## src/pmr_consts.svh

```systemverilog
`ifndef PMR_CONSTS_SVH
`define PMR_CONSTS_SVH

// ==========================================================
// Register indices; the byte address is four times the index
`define PMR_IDX_SYS_MON     8'h00
`define PMR_IDX_SYS_MST     8'h01
`define PMR_IDX_B1_PRI      8'h20
`define PMR_IDX_B1_SEC      8'h21
`define PMR_IDX_B1_CTL      8'h22
`define PMR_IDX_B2_PRI      8'h30
`define PMR_IDX_B2_SEC      8'h31
`define PMR_IDX_B2_CTL      8'h32
`define PMR_IDX_B3_PRI      8'h40
`define PMR_IDX_B3_SEC      8'h41
`define PMR_IDX_B3_CTL      8'h42
`define PMR_IDX_IRQ_STAT    8'h80
`define PMR_IDX_IRQ_CLR     8'h81
`define PMR_IDX_IRQ_EN      8'h82

// ==========================================================
// Field positions
`define PMR_TRST_BIT        7
`define PMR_MODE_SEL_BIT    6
`define PMR_UNMASK_BIT      5
`define PMR_LOWSTAT_BIT     4
`define PMR_MSTOFF_BIT      5
`define PMR_ON_BIT          7
`define PMR_PHASE_BIT       6
`define PMR_PWM_BIT         5
`define PMR_FLTEN_BIT       1
`define PMR_OK_BIT          0

// ==========================================================
// Reset values of writable bytes
`define PMR_RST_SYS_MON     8'h00
`define PMR_RST_SYS_MST     8'h00
`define PMR_RST_VCODE       6'h00
`define PMR_RST_CTL         8'h00

// ==========================================================
// Timing
`define PMR_CLK_HZ          40000000
`define PMR_TOUT_SHORT_MS   64
`define PMR_TOUT_LONG_MS    260

`endif

```

## src/pmr_pkg.sv

```systemverilog
package pmr_pkg;
    typedef struct packed {
        logic [7:0] addr;
        logic       write;
        logic       read;
    } pmr_req_t;

    typedef struct packed {
        logic       on;
        logic       phase;
        logic       pwm;
        logic [2:0] delay;
        logic       flt_en;
    } pmr_ctl_t;

    typedef enum logic [1:0] {
        PMR_RST_HOLD = 2'b00,
        PMR_RST_RUN  = 2'b01,
        PMR_RST_DONE = 2'b11
    } pmr_rst_state_t;
endpackage : pmr_pkg

```

## src/pmr_vcode_mem.sv

```systemverilog
`include "pmr_consts.svh"
// Six voltage codes, registered read port
module pmr_vcode_mem #(
    parameter int DEPTH = 6
) (
    // Clock and reset
    input  wire logic       core_clk,
    input  wire logic       nrst,
    input  wire logic       clr,
    // Write port
    input  wire logic       we,
    input  wire logic [2:0] waddr,
    input  wire logic [5:0] wdata,
    // Read port
    input  wire logic [2:0] raddr,
    output logic [5:0]      rdata,
    // All words for the output selection
    output logic [DEPTH*6-1:0] all_words
);
    logic [5:0] mem [DEPTH];

    always_ff @(posedge core_clk) begin
        if (!nrst || clr) begin
            for (int i = 0; i < DEPTH; i++) mem[i] <= `PMR_RST_VCODE;
        end else if (we && waddr < 3'(DEPTH)) begin
            mem[waddr] <= wdata;
        end
    end

    always_ff @(posedge core_clk) begin
        if (!nrst) begin
            rdata <= `PMR_RST_VCODE;
        end else begin
            rdata <= (raddr < 3'(DEPTH)) ? mem[raddr] : 6'h00;
        end
    end

    always_comb begin
        for (int i = 0; i < DEPTH; i++) all_words[i*6 +: 6] = mem[i];
    end
endmodule : pmr_vcode_mem

```

## src/pmr_reset_timer.sv

```systemverilog
`include "pmr_consts.svh"
// Reset time-out counter with the selectable length
module pmr_reset_timer #(
    parameter int SHORT_CYC = `PMR_CLK_HZ / 1000 * `PMR_TOUT_SHORT_MS,
    parameter int LONG_CYC  = `PMR_CLK_HZ / 1000 * `PMR_TOUT_LONG_MS
) (
    // Clock and reset
    input  wire logic core_clk,
    input  wire logic nrst,
    // Control
    input  wire logic start,
    input  wire logic short_sel,
    // Status
    output logic      busy,
    output logic      done
);
    pmr_pkg::pmr_rst_state_t state;
    logic [31:0]             cnt;
    wire  [31:0]             limit = short_sel ? 32'(SHORT_CYC) : 32'(LONG_CYC);

    always_ff @(posedge core_clk) begin
        if (!nrst) begin
            state <= pmr_pkg::PMR_RST_HOLD;
            cnt   <= 32'h0000_0000;
        end else begin
            case (state)
                pmr_pkg::PMR_RST_HOLD: begin
                    cnt <= 32'h0000_0000;
                    if (start) state <= pmr_pkg::PMR_RST_RUN;
                end
                pmr_pkg::PMR_RST_RUN: begin
                    cnt <= cnt + 32'h0000_0001;
                    if (cnt + 32'h0000_0001 >= limit) state <= pmr_pkg::PMR_RST_DONE;
                end
                pmr_pkg::PMR_RST_DONE: begin
                    if (start) state <= pmr_pkg::PMR_RST_HOLD;
                end
                default: state <= pmr_pkg::PMR_RST_HOLD;
            endcase
        end
    end

    assign busy = (state == pmr_pkg::PMR_RST_RUN);
    assign done = (state == pmr_pkg::PMR_RST_DONE);
endmodule : pmr_reset_timer

```

## src/pmr_regs.sv

```systemverilog
//
// Behaviour
// - Reset time-out 64ms if select 1, else 260ms
// - Monitor mode 1 interrupts, 0 shuts down
// - Monitor interrupt masked until unmask bit set
// - Supply-low status reads live comparator state
// - Four-bit monitor threshold field, read/write
// - Master-off kills regulators; push-button clears it
// - Spare_storage_bits bits read/write, cleared at UVLO
// - Primary code drives output when select low
// - Secondary code drives output when select high
// - Enable bit turns regulator on or off
// - Phase bit on bucks one, two; reserved three
// - Mode bit forces PWM, else power saving
// - Three-bit turn-on delay field per regulator
// - Fault enable bit gates fault interrupt
// - Power-good bit reads live output state
// - All bits return to defaults at UVLO
//
// Register access over AHB-Lite was chosen for this implementation.
`include "pmr_consts.svh"
module pmr_regs #(
    parameter int SHORT_CYC = `PMR_CLK_HZ / 1000 * `PMR_TOUT_SHORT_MS,
    parameter int LONG_CYC  = `PMR_CLK_HZ / 1000 * `PMR_TOUT_LONG_MS
) (
    // Clock and reset
    input  wire logic        core_clk,
    input  wire logic        nrst,
    // AHB-Lite slave
    input  wire logic        hsel,
    input  wire logic [31:0] haddr,
    input  wire logic [1:0]  htrans,
    input  wire logic        hwrite,
    input  wire logic [2:0]  hsize,
    input  wire logic [31:0] hwdata,
    input  wire logic        hready,
    output logic [31:0]      hrdata,
    output logic             hreadyout,
    output logic             hresp,
    // Analog status inputs
    input  wire logic        uvlo,
    input  wire logic        supply_below,
    input  wire logic [2:0]  power_good,
    input  wire logic [2:0]  reg_fault,
    input  wire logic        push_button_input_n,
    input  wire logic        voltage_set_pin,
    // Regulator controls
    output logic [2:0]       reg_on,
    output logic [1:0]       reg_phase,
    output logic [2:0]       reg_pwm,
    output logic [8:0]       reg_delay,
    output logic [17:0]      reg_vcode,
    output logic [3:0]       supply_monitor_threshold,
    output logic             auto_shutdown,
    output logic             reset_output_n,
    output logic             irq
);
    // ==========================================================
    // Bus address phase capture
    pmr_pkg::pmr_req_t req;
    wire  take   = hsel && hready && htrans[1];
    // Byte offset is the register index, as a word address
    wire  [7:0] idx_a = haddr[9:2];
    wire  rst_all = !nrst || uvlo;

    always_ff @(posedge core_clk) begin
        if (!nrst) begin
            req <= '0;
        end else begin
            req.addr  <= take ? idx_a : 8'h00;
            req.write <= take && hwrite;
            req.read  <= take && !hwrite;
        end
    end

    wire [7:0] wd = hwdata[7:0];
    function automatic logic wr_hit(input pmr_pkg::pmr_req_t r, input logic [7:0] a);
        return r.write && (r.addr == a);
    endfunction : wr_hit

    // ==========================================================
    // System bytes
    logic        trst;
    logic        mode_sel;
    logic        monitor_irq_unmask;
    logic [1:0]  mst_rsv_hi;
    logic        all_regulators_off;
    logic        mst_rsv;
    logic [3:0]  spare_storage_bits;
    logic [3:0]  thr;

    always_ff @(posedge core_clk) begin
        if (rst_all) begin
            {trst, mode_sel, monitor_irq_unmask} <= 3'h0;
            thr                <= 4'h0;
            mst_rsv_hi         <= 2'h0;
            mst_rsv            <= 1'b0;
            spare_storage_bits <= 4'h0;
        end else begin
            if (wr_hit(req, `PMR_IDX_SYS_MON)) begin
                trst               <= wd[`PMR_TRST_BIT];
                mode_sel           <= wd[`PMR_MODE_SEL_BIT];
                monitor_irq_unmask <= wd[`PMR_UNMASK_BIT];
                thr                <= wd[3:0];
            end
            if (wr_hit(req, `PMR_IDX_SYS_MST)) begin
                mst_rsv_hi         <= wd[7:6];
                mst_rsv            <= wd[4];
                spare_storage_bits <= wd[3:0];
            end
        end
    end

    // Push-button wins over a same-cycle write so the release is never lost
    always_ff @(posedge core_clk) begin
        if (rst_all) begin
            all_regulators_off <= 1'b0;
        end else if (!push_button_input_n) begin
            all_regulators_off <= 1'b0;
        end else if (wr_hit(req, `PMR_IDX_SYS_MST)) begin
            all_regulators_off <= wd[`PMR_MSTOFF_BIT];
        end
    end

    // ==========================================================
    // Regulator control bytes
    pmr_pkg::pmr_ctl_t ctl [3];
    wire [7:0] ctl_idx [3] = '{`PMR_IDX_B1_CTL, `PMR_IDX_B2_CTL, `PMR_IDX_B3_CTL};

    for (genvar g = 0; g < 3; g++) begin : g_ctl
        always_ff @(posedge core_clk) begin
            if (rst_all) begin
                ctl[g] <= pmr_pkg::pmr_ctl_t'(7'(`PMR_RST_CTL >> 1));
            end else if (wr_hit(req, ctl_idx[g])) begin
                ctl[g].on     <= wd[`PMR_ON_BIT];
                ctl[g].phase  <= (g < 2) ? wd[`PMR_PHASE_BIT] : 1'b0;
                ctl[g].pwm    <= wd[`PMR_PWM_BIT];
                ctl[g].delay  <= wd[4:2];
                ctl[g].flt_en <= wd[`PMR_FLTEN_BIT];
            end
        end
    end

    // ==========================================================
    // Voltage code memory: word 2k primary, 2k+1 secondary
    function automatic logic [2:0] code_slot(input logic [7:0] a);
        case (a)
            `PMR_IDX_B1_PRI: code_slot = 3'h0;
            `PMR_IDX_B1_SEC: code_slot = 3'h1;
            `PMR_IDX_B2_PRI: code_slot = 3'h2;
            `PMR_IDX_B2_SEC: code_slot = 3'h3;
            `PMR_IDX_B3_PRI: code_slot = 3'h4;
            `PMR_IDX_B3_SEC: code_slot = 3'h5;
            default:         code_slot = 3'h7;
        endcase
    endfunction : code_slot

    wire [2:0]  w_slot = code_slot(req.addr);
    wire [2:0]  r_slot = code_slot(idx_a);
    wire [5:0]  code_rd;
    wire [35:0] codes;

    pmr_vcode_mem #(.DEPTH(6)) u_mem (
        .core_clk  (core_clk),
        .nrst      (nrst),
        .clr       (uvlo),
        .we        (req.write && w_slot != 3'h7),
        .waddr     (w_slot),
        .wdata     (wd[5:0]),
        .raddr     (r_slot),
        .rdata     (code_rd),
        .all_words (codes)
    );

    // ==========================================================
    // Interrupt status: bit0 monitor, bits 3:1 faults
    logic [3:0] irq_stat;
    logic [3:0] irq_en;
    wire  [2:0] flt_gate = {ctl[2].flt_en, ctl[1].flt_en, ctl[0].flt_en};
    wire  [3:0] irq_evt  = {reg_fault & flt_gate,
                            supply_below && mode_sel && monitor_irq_unmask};
    wire  [3:0] irq_clr  = wr_hit(req, `PMR_IDX_IRQ_CLR) ? wd[3:0] : 4'h0;

    // Set beats clear in the same cycle
    always_ff @(posedge core_clk) begin
        if (rst_all) begin
            irq_stat <= 4'h0;
            irq_en   <= 4'h0;
        end else begin
            irq_stat <= (irq_stat & ~irq_clr) | irq_evt;
            if (wr_hit(req, `PMR_IDX_IRQ_EN)) irq_en <= wd[3:0];
        end
    end

    // ==========================================================
    // Reset output timer
    logic tmr_busy;
    logic tmr_done;
    pmr_reset_timer #(.SHORT_CYC(SHORT_CYC), .LONG_CYC(LONG_CYC)) u_tmr (
        .core_clk  (core_clk),
        .nrst      (nrst),
        .start     (!tmr_busy && !tmr_done && !uvlo),
        .short_sel (trst),
        .busy      (tmr_busy),
        .done      (tmr_done)
    );

    // ==========================================================
    // Read mux
    wire [7:0] sys_mon_rd = {trst, mode_sel, monitor_irq_unmask, supply_below, thr};
    wire [7:0] sys_mst_rd = {mst_rsv_hi, all_regulators_off, mst_rsv, spare_storage_bits};

    function automatic logic [7:0] ctl_rd(input pmr_pkg::pmr_ctl_t c, input logic ok);
        return {c.on, c.phase, c.pwm, c.delay, c.flt_en, ok};
    endfunction : ctl_rd

    logic [7:0] rd_byte;
    always_ff @(posedge core_clk) begin
        if (!nrst) begin
            rd_byte <= 8'h00;
        end else if (take && !hwrite) begin
            case (idx_a)
                `PMR_IDX_SYS_MON:  rd_byte <= sys_mon_rd;
                `PMR_IDX_SYS_MST:  rd_byte <= sys_mst_rd;
                `PMR_IDX_B1_CTL:   rd_byte <= ctl_rd(ctl[0], power_good[0]);
                `PMR_IDX_B2_CTL:   rd_byte <= ctl_rd(ctl[1], power_good[1]);
                `PMR_IDX_B3_CTL:   rd_byte <= ctl_rd(ctl[2], power_good[2]);
                `PMR_IDX_IRQ_STAT: rd_byte <= {4'h0, irq_stat};
                `PMR_IDX_IRQ_EN:   rd_byte <= {4'h0, irq_en};
                default:           rd_byte <= 8'h00;
            endcase
        end
    end

    logic rd_code;
    always_ff @(posedge core_clk) begin
        if (!nrst) rd_code <= 1'b0;
        else       rd_code <= take && !hwrite && r_slot != 3'h7;
    end

    // Code reads come from the memory register, upper bits zero
    assign hrdata    = rd_code ? {26'h0, code_rd} : {24'h0, rd_byte};
    assign hreadyout = 1'b1;
    assign hresp     = 1'b0;

    // ==========================================================
    // Outputs, all registered
    always_ff @(posedge core_clk) begin
        if (rst_all) begin
            reg_on                   <= 3'h0;
            reg_phase                <= 2'h0;
            reg_pwm                  <= 3'h0;
            reg_delay                <= 9'h000;
            reg_vcode                <= 18'h00000;
            supply_monitor_threshold <= 4'h0;
            auto_shutdown            <= 1'b0;
            reset_output_n           <= 1'b0;
            irq                      <= 1'b0;
        end else begin
            for (int i = 0; i < 3; i++) begin
                reg_on[i]          <= ctl[i].on && !all_regulators_off;
                reg_pwm[i]         <= ctl[i].pwm;
                reg_delay[i*3 +: 3] <= ctl[i].delay;
                reg_vcode[i*6 +: 6] <= voltage_set_pin ? codes[(2*i+1)*6 +: 6]
                                                       : codes[(2*i)*6 +: 6];
            end
            reg_phase                <= {ctl[1].phase, ctl[0].phase};
            supply_monitor_threshold <= thr;
            auto_shutdown            <= supply_below && !mode_sel;
            reset_output_n           <= tmr_done;
            irq                      <= |(irq_stat & irq_en);
        end
    end
endmodule : pmr_regs

```

## config.mk

```make
export PLATFORM = sky130hd
export DESIGN_NAME = pmr_regs
export DESIGN_NICKNAME = d
export VERILOG_FILES = /design/src/pmr_pkg.sv /design/src/pmr_vcode_mem.sv /design/src/pmr_reset_timer.sv /design/src/pmr_regs.sv
export VERILOG_INCLUDE_DIRS = /design/src
export SDC_FILE = /design/constraint.sdc
export NUM_CORES = 1
export LEC_CHECK = 0
export BUFFER_PORTS_ARGS = -buffer_cell sky130_fd_sc_hd__buf_2
export CORE_ASPECT_RATIO = 0.6
export CORE_MARGIN = 8
export CORE_UTILIZATION = 52
export CTS_BUF_LIST = sky130_fd_sc_hd__clkbuf_8
export CTS_CLUSTER_DIAMETER = 100
export DETAILED_ROUTE_END_ITERATION = 7
export GPL_ROUTABILITY_DRIVEN = 0
export HOLD_SLACK_MARGIN = 0.15
export PLACE_DENSITY = 0.85
export SLEW_MARGIN = 20
export SYNTH_ARGS = -nofsm -noshare
export SYNTH_HDL_FRONTEND = slang
export SYNTH_SLANG_ARGS = --single-unit
```

## constraint.sdc

```tcl
create_clock -name core_clk -period 3.1 [get_ports core_clk]
set_clock_uncertainty 0.15 [all_clocks]
set_input_delay 0.31 -clock core_clk [delete_from_list [all_inputs] [get_ports core_clk]]
set_output_delay 0.31 -clock core_clk [all_outputs]
set_load 0.1 [all_outputs]
```

==> impl_summary.txt <==
----------------------------------------------------
[Timing]
  Tcrit/Tclk final ... 96.6%
  Setup ws final ... 0.105 ns
  Worst Max-Slew Pin Slew ... 1.09 ns
  Unrepaired setup endpoints after global routing ... false
  Final setup violation count ... 0
  Fin Hold WS ... 0.197 ns
  Headroom to the max-slew limit ... 27.0%
  Max-slew violation count ... 0
  Minimum clock period after layout ... 3.00 ns
  Final number of hold-violating endpoints ... 0
  Fmax ... 334 MHz

[Power and ir drop]
  Total internal power ... 3.44 mW
  Power density over the cells ... 459 mW/mm^2
  Fraction of power consumed by sequential logic ... 54.5%
  Total power of the final layout ... 4.78 mW
  Leak ... 4.33 nW
  Total net switching power ... 1.34 mW
  Maximum resistive drop on vdd ... 0.272 mV
  Combinational fraction of design power ... 10.2%
  Relative contribution of the clock network to total power ... 35.3%
  Switching portion of total power ... 28.0%

[Floorplanning]
  Cell Rows ... 37
  Die area ... 0.0219 sq mm
  Height of the die ... 118 microns
  Die outline width ... 186 microns
  I/O pins ... 160
  Core region area ... 0.0170 sq mm
  Initial Utilization ... 52.9%

[Route]
  DRC errors left ... 0
  First-pass detailed-route iteration total ... 6
  Violation count after the first detailed-routing iteration ... 950
  Drt via density ... 5.78
  Number of antenna-violating nets in the routed design ... 0
  WL per Instance ... 18.5 microns
  Total number of vias ... 7458
  Routed WL ... 23900 microns

[GRT]
  Total Routing Usage GR ... 21.5%
  Final global-route overflow total ... 0
  Global-route wire length before repair ... 37200 microns
  Number of global-route vias before repair ... 6996
  Antenna violations before repair ... 0
  Grt met2 use ... 29.4%
  Grt met1 use ... 32.5%
  Top Usage Layer GRT ... met1
  M3 GR Usage ... 5.52%
  Maximum number of pins on one net before global-route repair ... 42

[Cells and area]
  Number of antenna cells inserted ... 0
  Leading cell type in the layout, fill and taps excluded ... sky130_fd_sc_hd__dfxtp_1
  Relative area change from synthesis to final layout ... 15.6%
  Final Util ... 61.1%
  Most used cells in the layout excluding fill and tap cells ... sky130_fd_sc_hd__dfxtp_1, sky130_fd_sc_hd__nor2_1, sky130_fd_sc_hd__buf_2
  Fraction of layout cells with a size suffix above 1 ... 19.4%
  Layout Cell Area excl Fill ... 0.0104 sq mm
  Final layout net count ... 1138
  Filler Cell Count ... 1386

[Synthesis]
  Syn_area_per_cell ... 9.76 sq um
  Flop and latch count out of synthesis ... 187
  Area share of the largest cell type after synthesis ... 27.3%
  Post-synth EDFFs ... 64
  Async set-reset flop share out of synthesis ... 0%
  Main synth FF type ... sky130_fd_sc_hd__dfxtp_1
  Yosys top cell by area ... sky130_fd_sc_hd__dfxtp_1
  Area of the mapped netlist ... 0.00901 sq mm
  Area contributors post-synth ... sky130_fd_sc_hd__dfxtp_1, sky130_fd_sc_hd__edfxtp_1, sky130_fd_sc_hd__mux2i_1
  Library cells used by synthesis ... 68
  Synthesized netlist cell count ... 923
  Sequential-to-total area share from yosys stat ... 48.7%
  Warnings, synthesis ... 0

[Clock network]
  Clk Tree Root Cell ... sky130_fd_sc_hd__clkbuf_8
  Number of buffers added by the clock tree synthesis step ... 17
  CTS tree ... done
  Clock-pin slew of the registers on the worst-case setup and hold paths ... 0.11 ns
  Clock Sink Count ... 187
  Clock network latency to the later pin of the worst-skew pair ... 0.46 ns
  # H-tree levels ... 4
  Number of buffers on the longest clock path ... 2

[Setup path]
  Crit path DAT ... 3.18 ns
  Peak fanout along the critical path ... 7
  Startpoint kind of the worst setup timing path ... flop
  Type of the worst setup path ... reg -> reg
  CP Capture Type ... flop
  Required time of the critical path ... 3.29 ns

[Place]
  Half-perimeter wire length after detailed placement ... 17200 microns
  Placed Instance Area ... 0.00970 sq mm
  Placement Setup Slack ... -0.105 ns
  Count of buffers inserted at the top-level ports ... 81

[Run]
  Max-cap violations ... 0

[Run status]
  Status ... complete, no violations

[Worst hold path]
  Worst min path class ... in -> reg

----------------------------------------------------
==> per-stage QoR <==
step                cells  setup TNS, ns
floorplan             955              0
global placement     1231              0
detailed placement   1231         -0.105
CTS                  1289              0
global route         1291              0
finish               1291              0
==> worst max-delay path: stages, from the launching register on <==
cell                       delay [ns]
sky130_fd_sc_hd__dfxtp_2         0.42
sky130_fd_sc_hd__nand4_4         0.17
sky130_fd_sc_hd__nor4_4          0.28
sky130_fd_sc_hd__buf_4           0.22
sky130_fd_sc_hd__nand3_1         0.15
sky130_fd_sc_hd__xnor2_1         0.18
sky130_fd_sc_hd__ha_1            0.33
sky130_fd_sc_hd__mux2_2          0.27
sky130_fd_sc_hd__a2111o_1        0.41
sky130_fd_sc_hd__nor4_2          0.17
sky130_fd_sc_hd__o22ai_1         0.11
==> final cells by class <==
type / instances / area [sq um] / share of cell area (%)
well taps: 234 / 293 / 2.81
flip-flops and latches: 187 / 4390 / 42.2
clock inverters: 14 / 160 / 1.54
repair buffers: 150 / 988 / 9.49
clock buffers: 18 / 248 / 2.38
inverters: 14 / 52.6 / 0.504
multi-input cells: 674 / 4280 / 41.1
==> final timing paths <==
| check | from | endpoint | slack [ns] | cells past startpoint |
|---|---|---|---|---|
| worst max-delay path | u_tmr.cnt[11] | u_tmr.state[1] | 0.10 | 10 |
| worst min-delay path | haddr[6] | req[6] | 0.20 | 2 |
| worst max register to register | u_tmr.cnt[11] | u_tmr.state[1] | 0.10 | 10 |
| worst min register to register | mst_rsv | mst_rsv | 0.31 | 2 |
==> timing repair <==
item                                   CTS  global route
setup endpoints to repair                1             1
endpoints found under the hold margin   56             0
hold buffers                            26             0
setup buffers                            0             2
pin swaps                                0             4
resized for setup                        4             4
==> power groups by stage <==
stage                     Combinational (mW)  Clock (mW)  Sequential, mW
after detailed placement               0.455           0            2.66
after global placement                 0.449           0            2.66
after CTS                              0.481        1.70            2.60
after floorplan                        0.296           0            2.74
after global routing                   0.508        1.80            2.61
final                                  0.488        1.69            2.60
==> sequential cells by signal, indices dropped and copies added, names as in the netlist, 2 cells and up <==
| signal | cells |
|---|---|
| u_tmr.cnt | 32 |
| irq_stat | 4 |
| mst_rsv_hi | 2 |
| ctl | 20 |
| reg_on | 3 |
| reg_pwm | 3 |
| u_mem.rdata | 6 |
| rd_byte | 8 |
| reg_vcode | 18 |
| req | 9 |
| supply_monitor_threshold | 4 |
| u_tmr.state | 2 |
| reg_phase | 2 |
| reg_delay | 9 |
| irq_en | 4 |
| thr | 4 |
| spare_storage_bits | 4 |
| u_mem.mem | 44 |
==> routing by layer <==
layer  part of all wire [%]  routed length (microns)
met1                     44                    10500
met2                     40                     9580
met3                     14                     3410
met4                    1.7                      417
met5                      0                        0
==> kinds of logic (layout without fill, tap and decap cells) <==
family	after synthesis	after routing	share of synthesized area (%)
mux	70	70	8.04
simple gates	391	391	22.9
buf+inv	94	196	5.44
compound gates	152	152	11.9
xor+xnor	17	17	1.65
other cells	2	34	0.0834
flops	187	187	48.7
fa+ha+maj	10	10	1.39
==> synthesized netlist by cell type (10+ instances only) <==
master and instances:
sky130_fd_sc_hd__nor2_1 104, sky130_fd_sc_hd__a21oi_1 40, sky130_fd_sc_hd__and2_1 59, sky130_fd_sc_hd__mux2_2 19
sky130_fd_sc_hd__nor3_1 23, sky130_fd_sc_hd__nand3_1 17, sky130_fd_sc_hd__o21ai_0 18, sky130_fd_sc_hd__ha_1 10
sky130_fd_sc_hd__nand2_1 74, sky130_fd_sc_hd__dfxtp_1 123, sky130_fd_sc_hd__buf_2 14, sky130_fd_sc_hd__clkbuf_1 28
sky130_fd_sc_hd__a22oi_1 32, sky130_fd_sc_hd__nor2b_1 39, sky130_fd_sc_hd__buf_4 27, sky130_fd_sc_hd__edfxtp_1 64
sky130_fd_sc_hd__and3_1 10, sky130_fd_sc_hd__xnor2_1 12, sky130_fd_sc_hd__o211ai_1 10, sky130_fd_sc_hd__inv_1 13
sky130_fd_sc_hd__mux2i_1 51
Power figures use the tool's default switching activity.
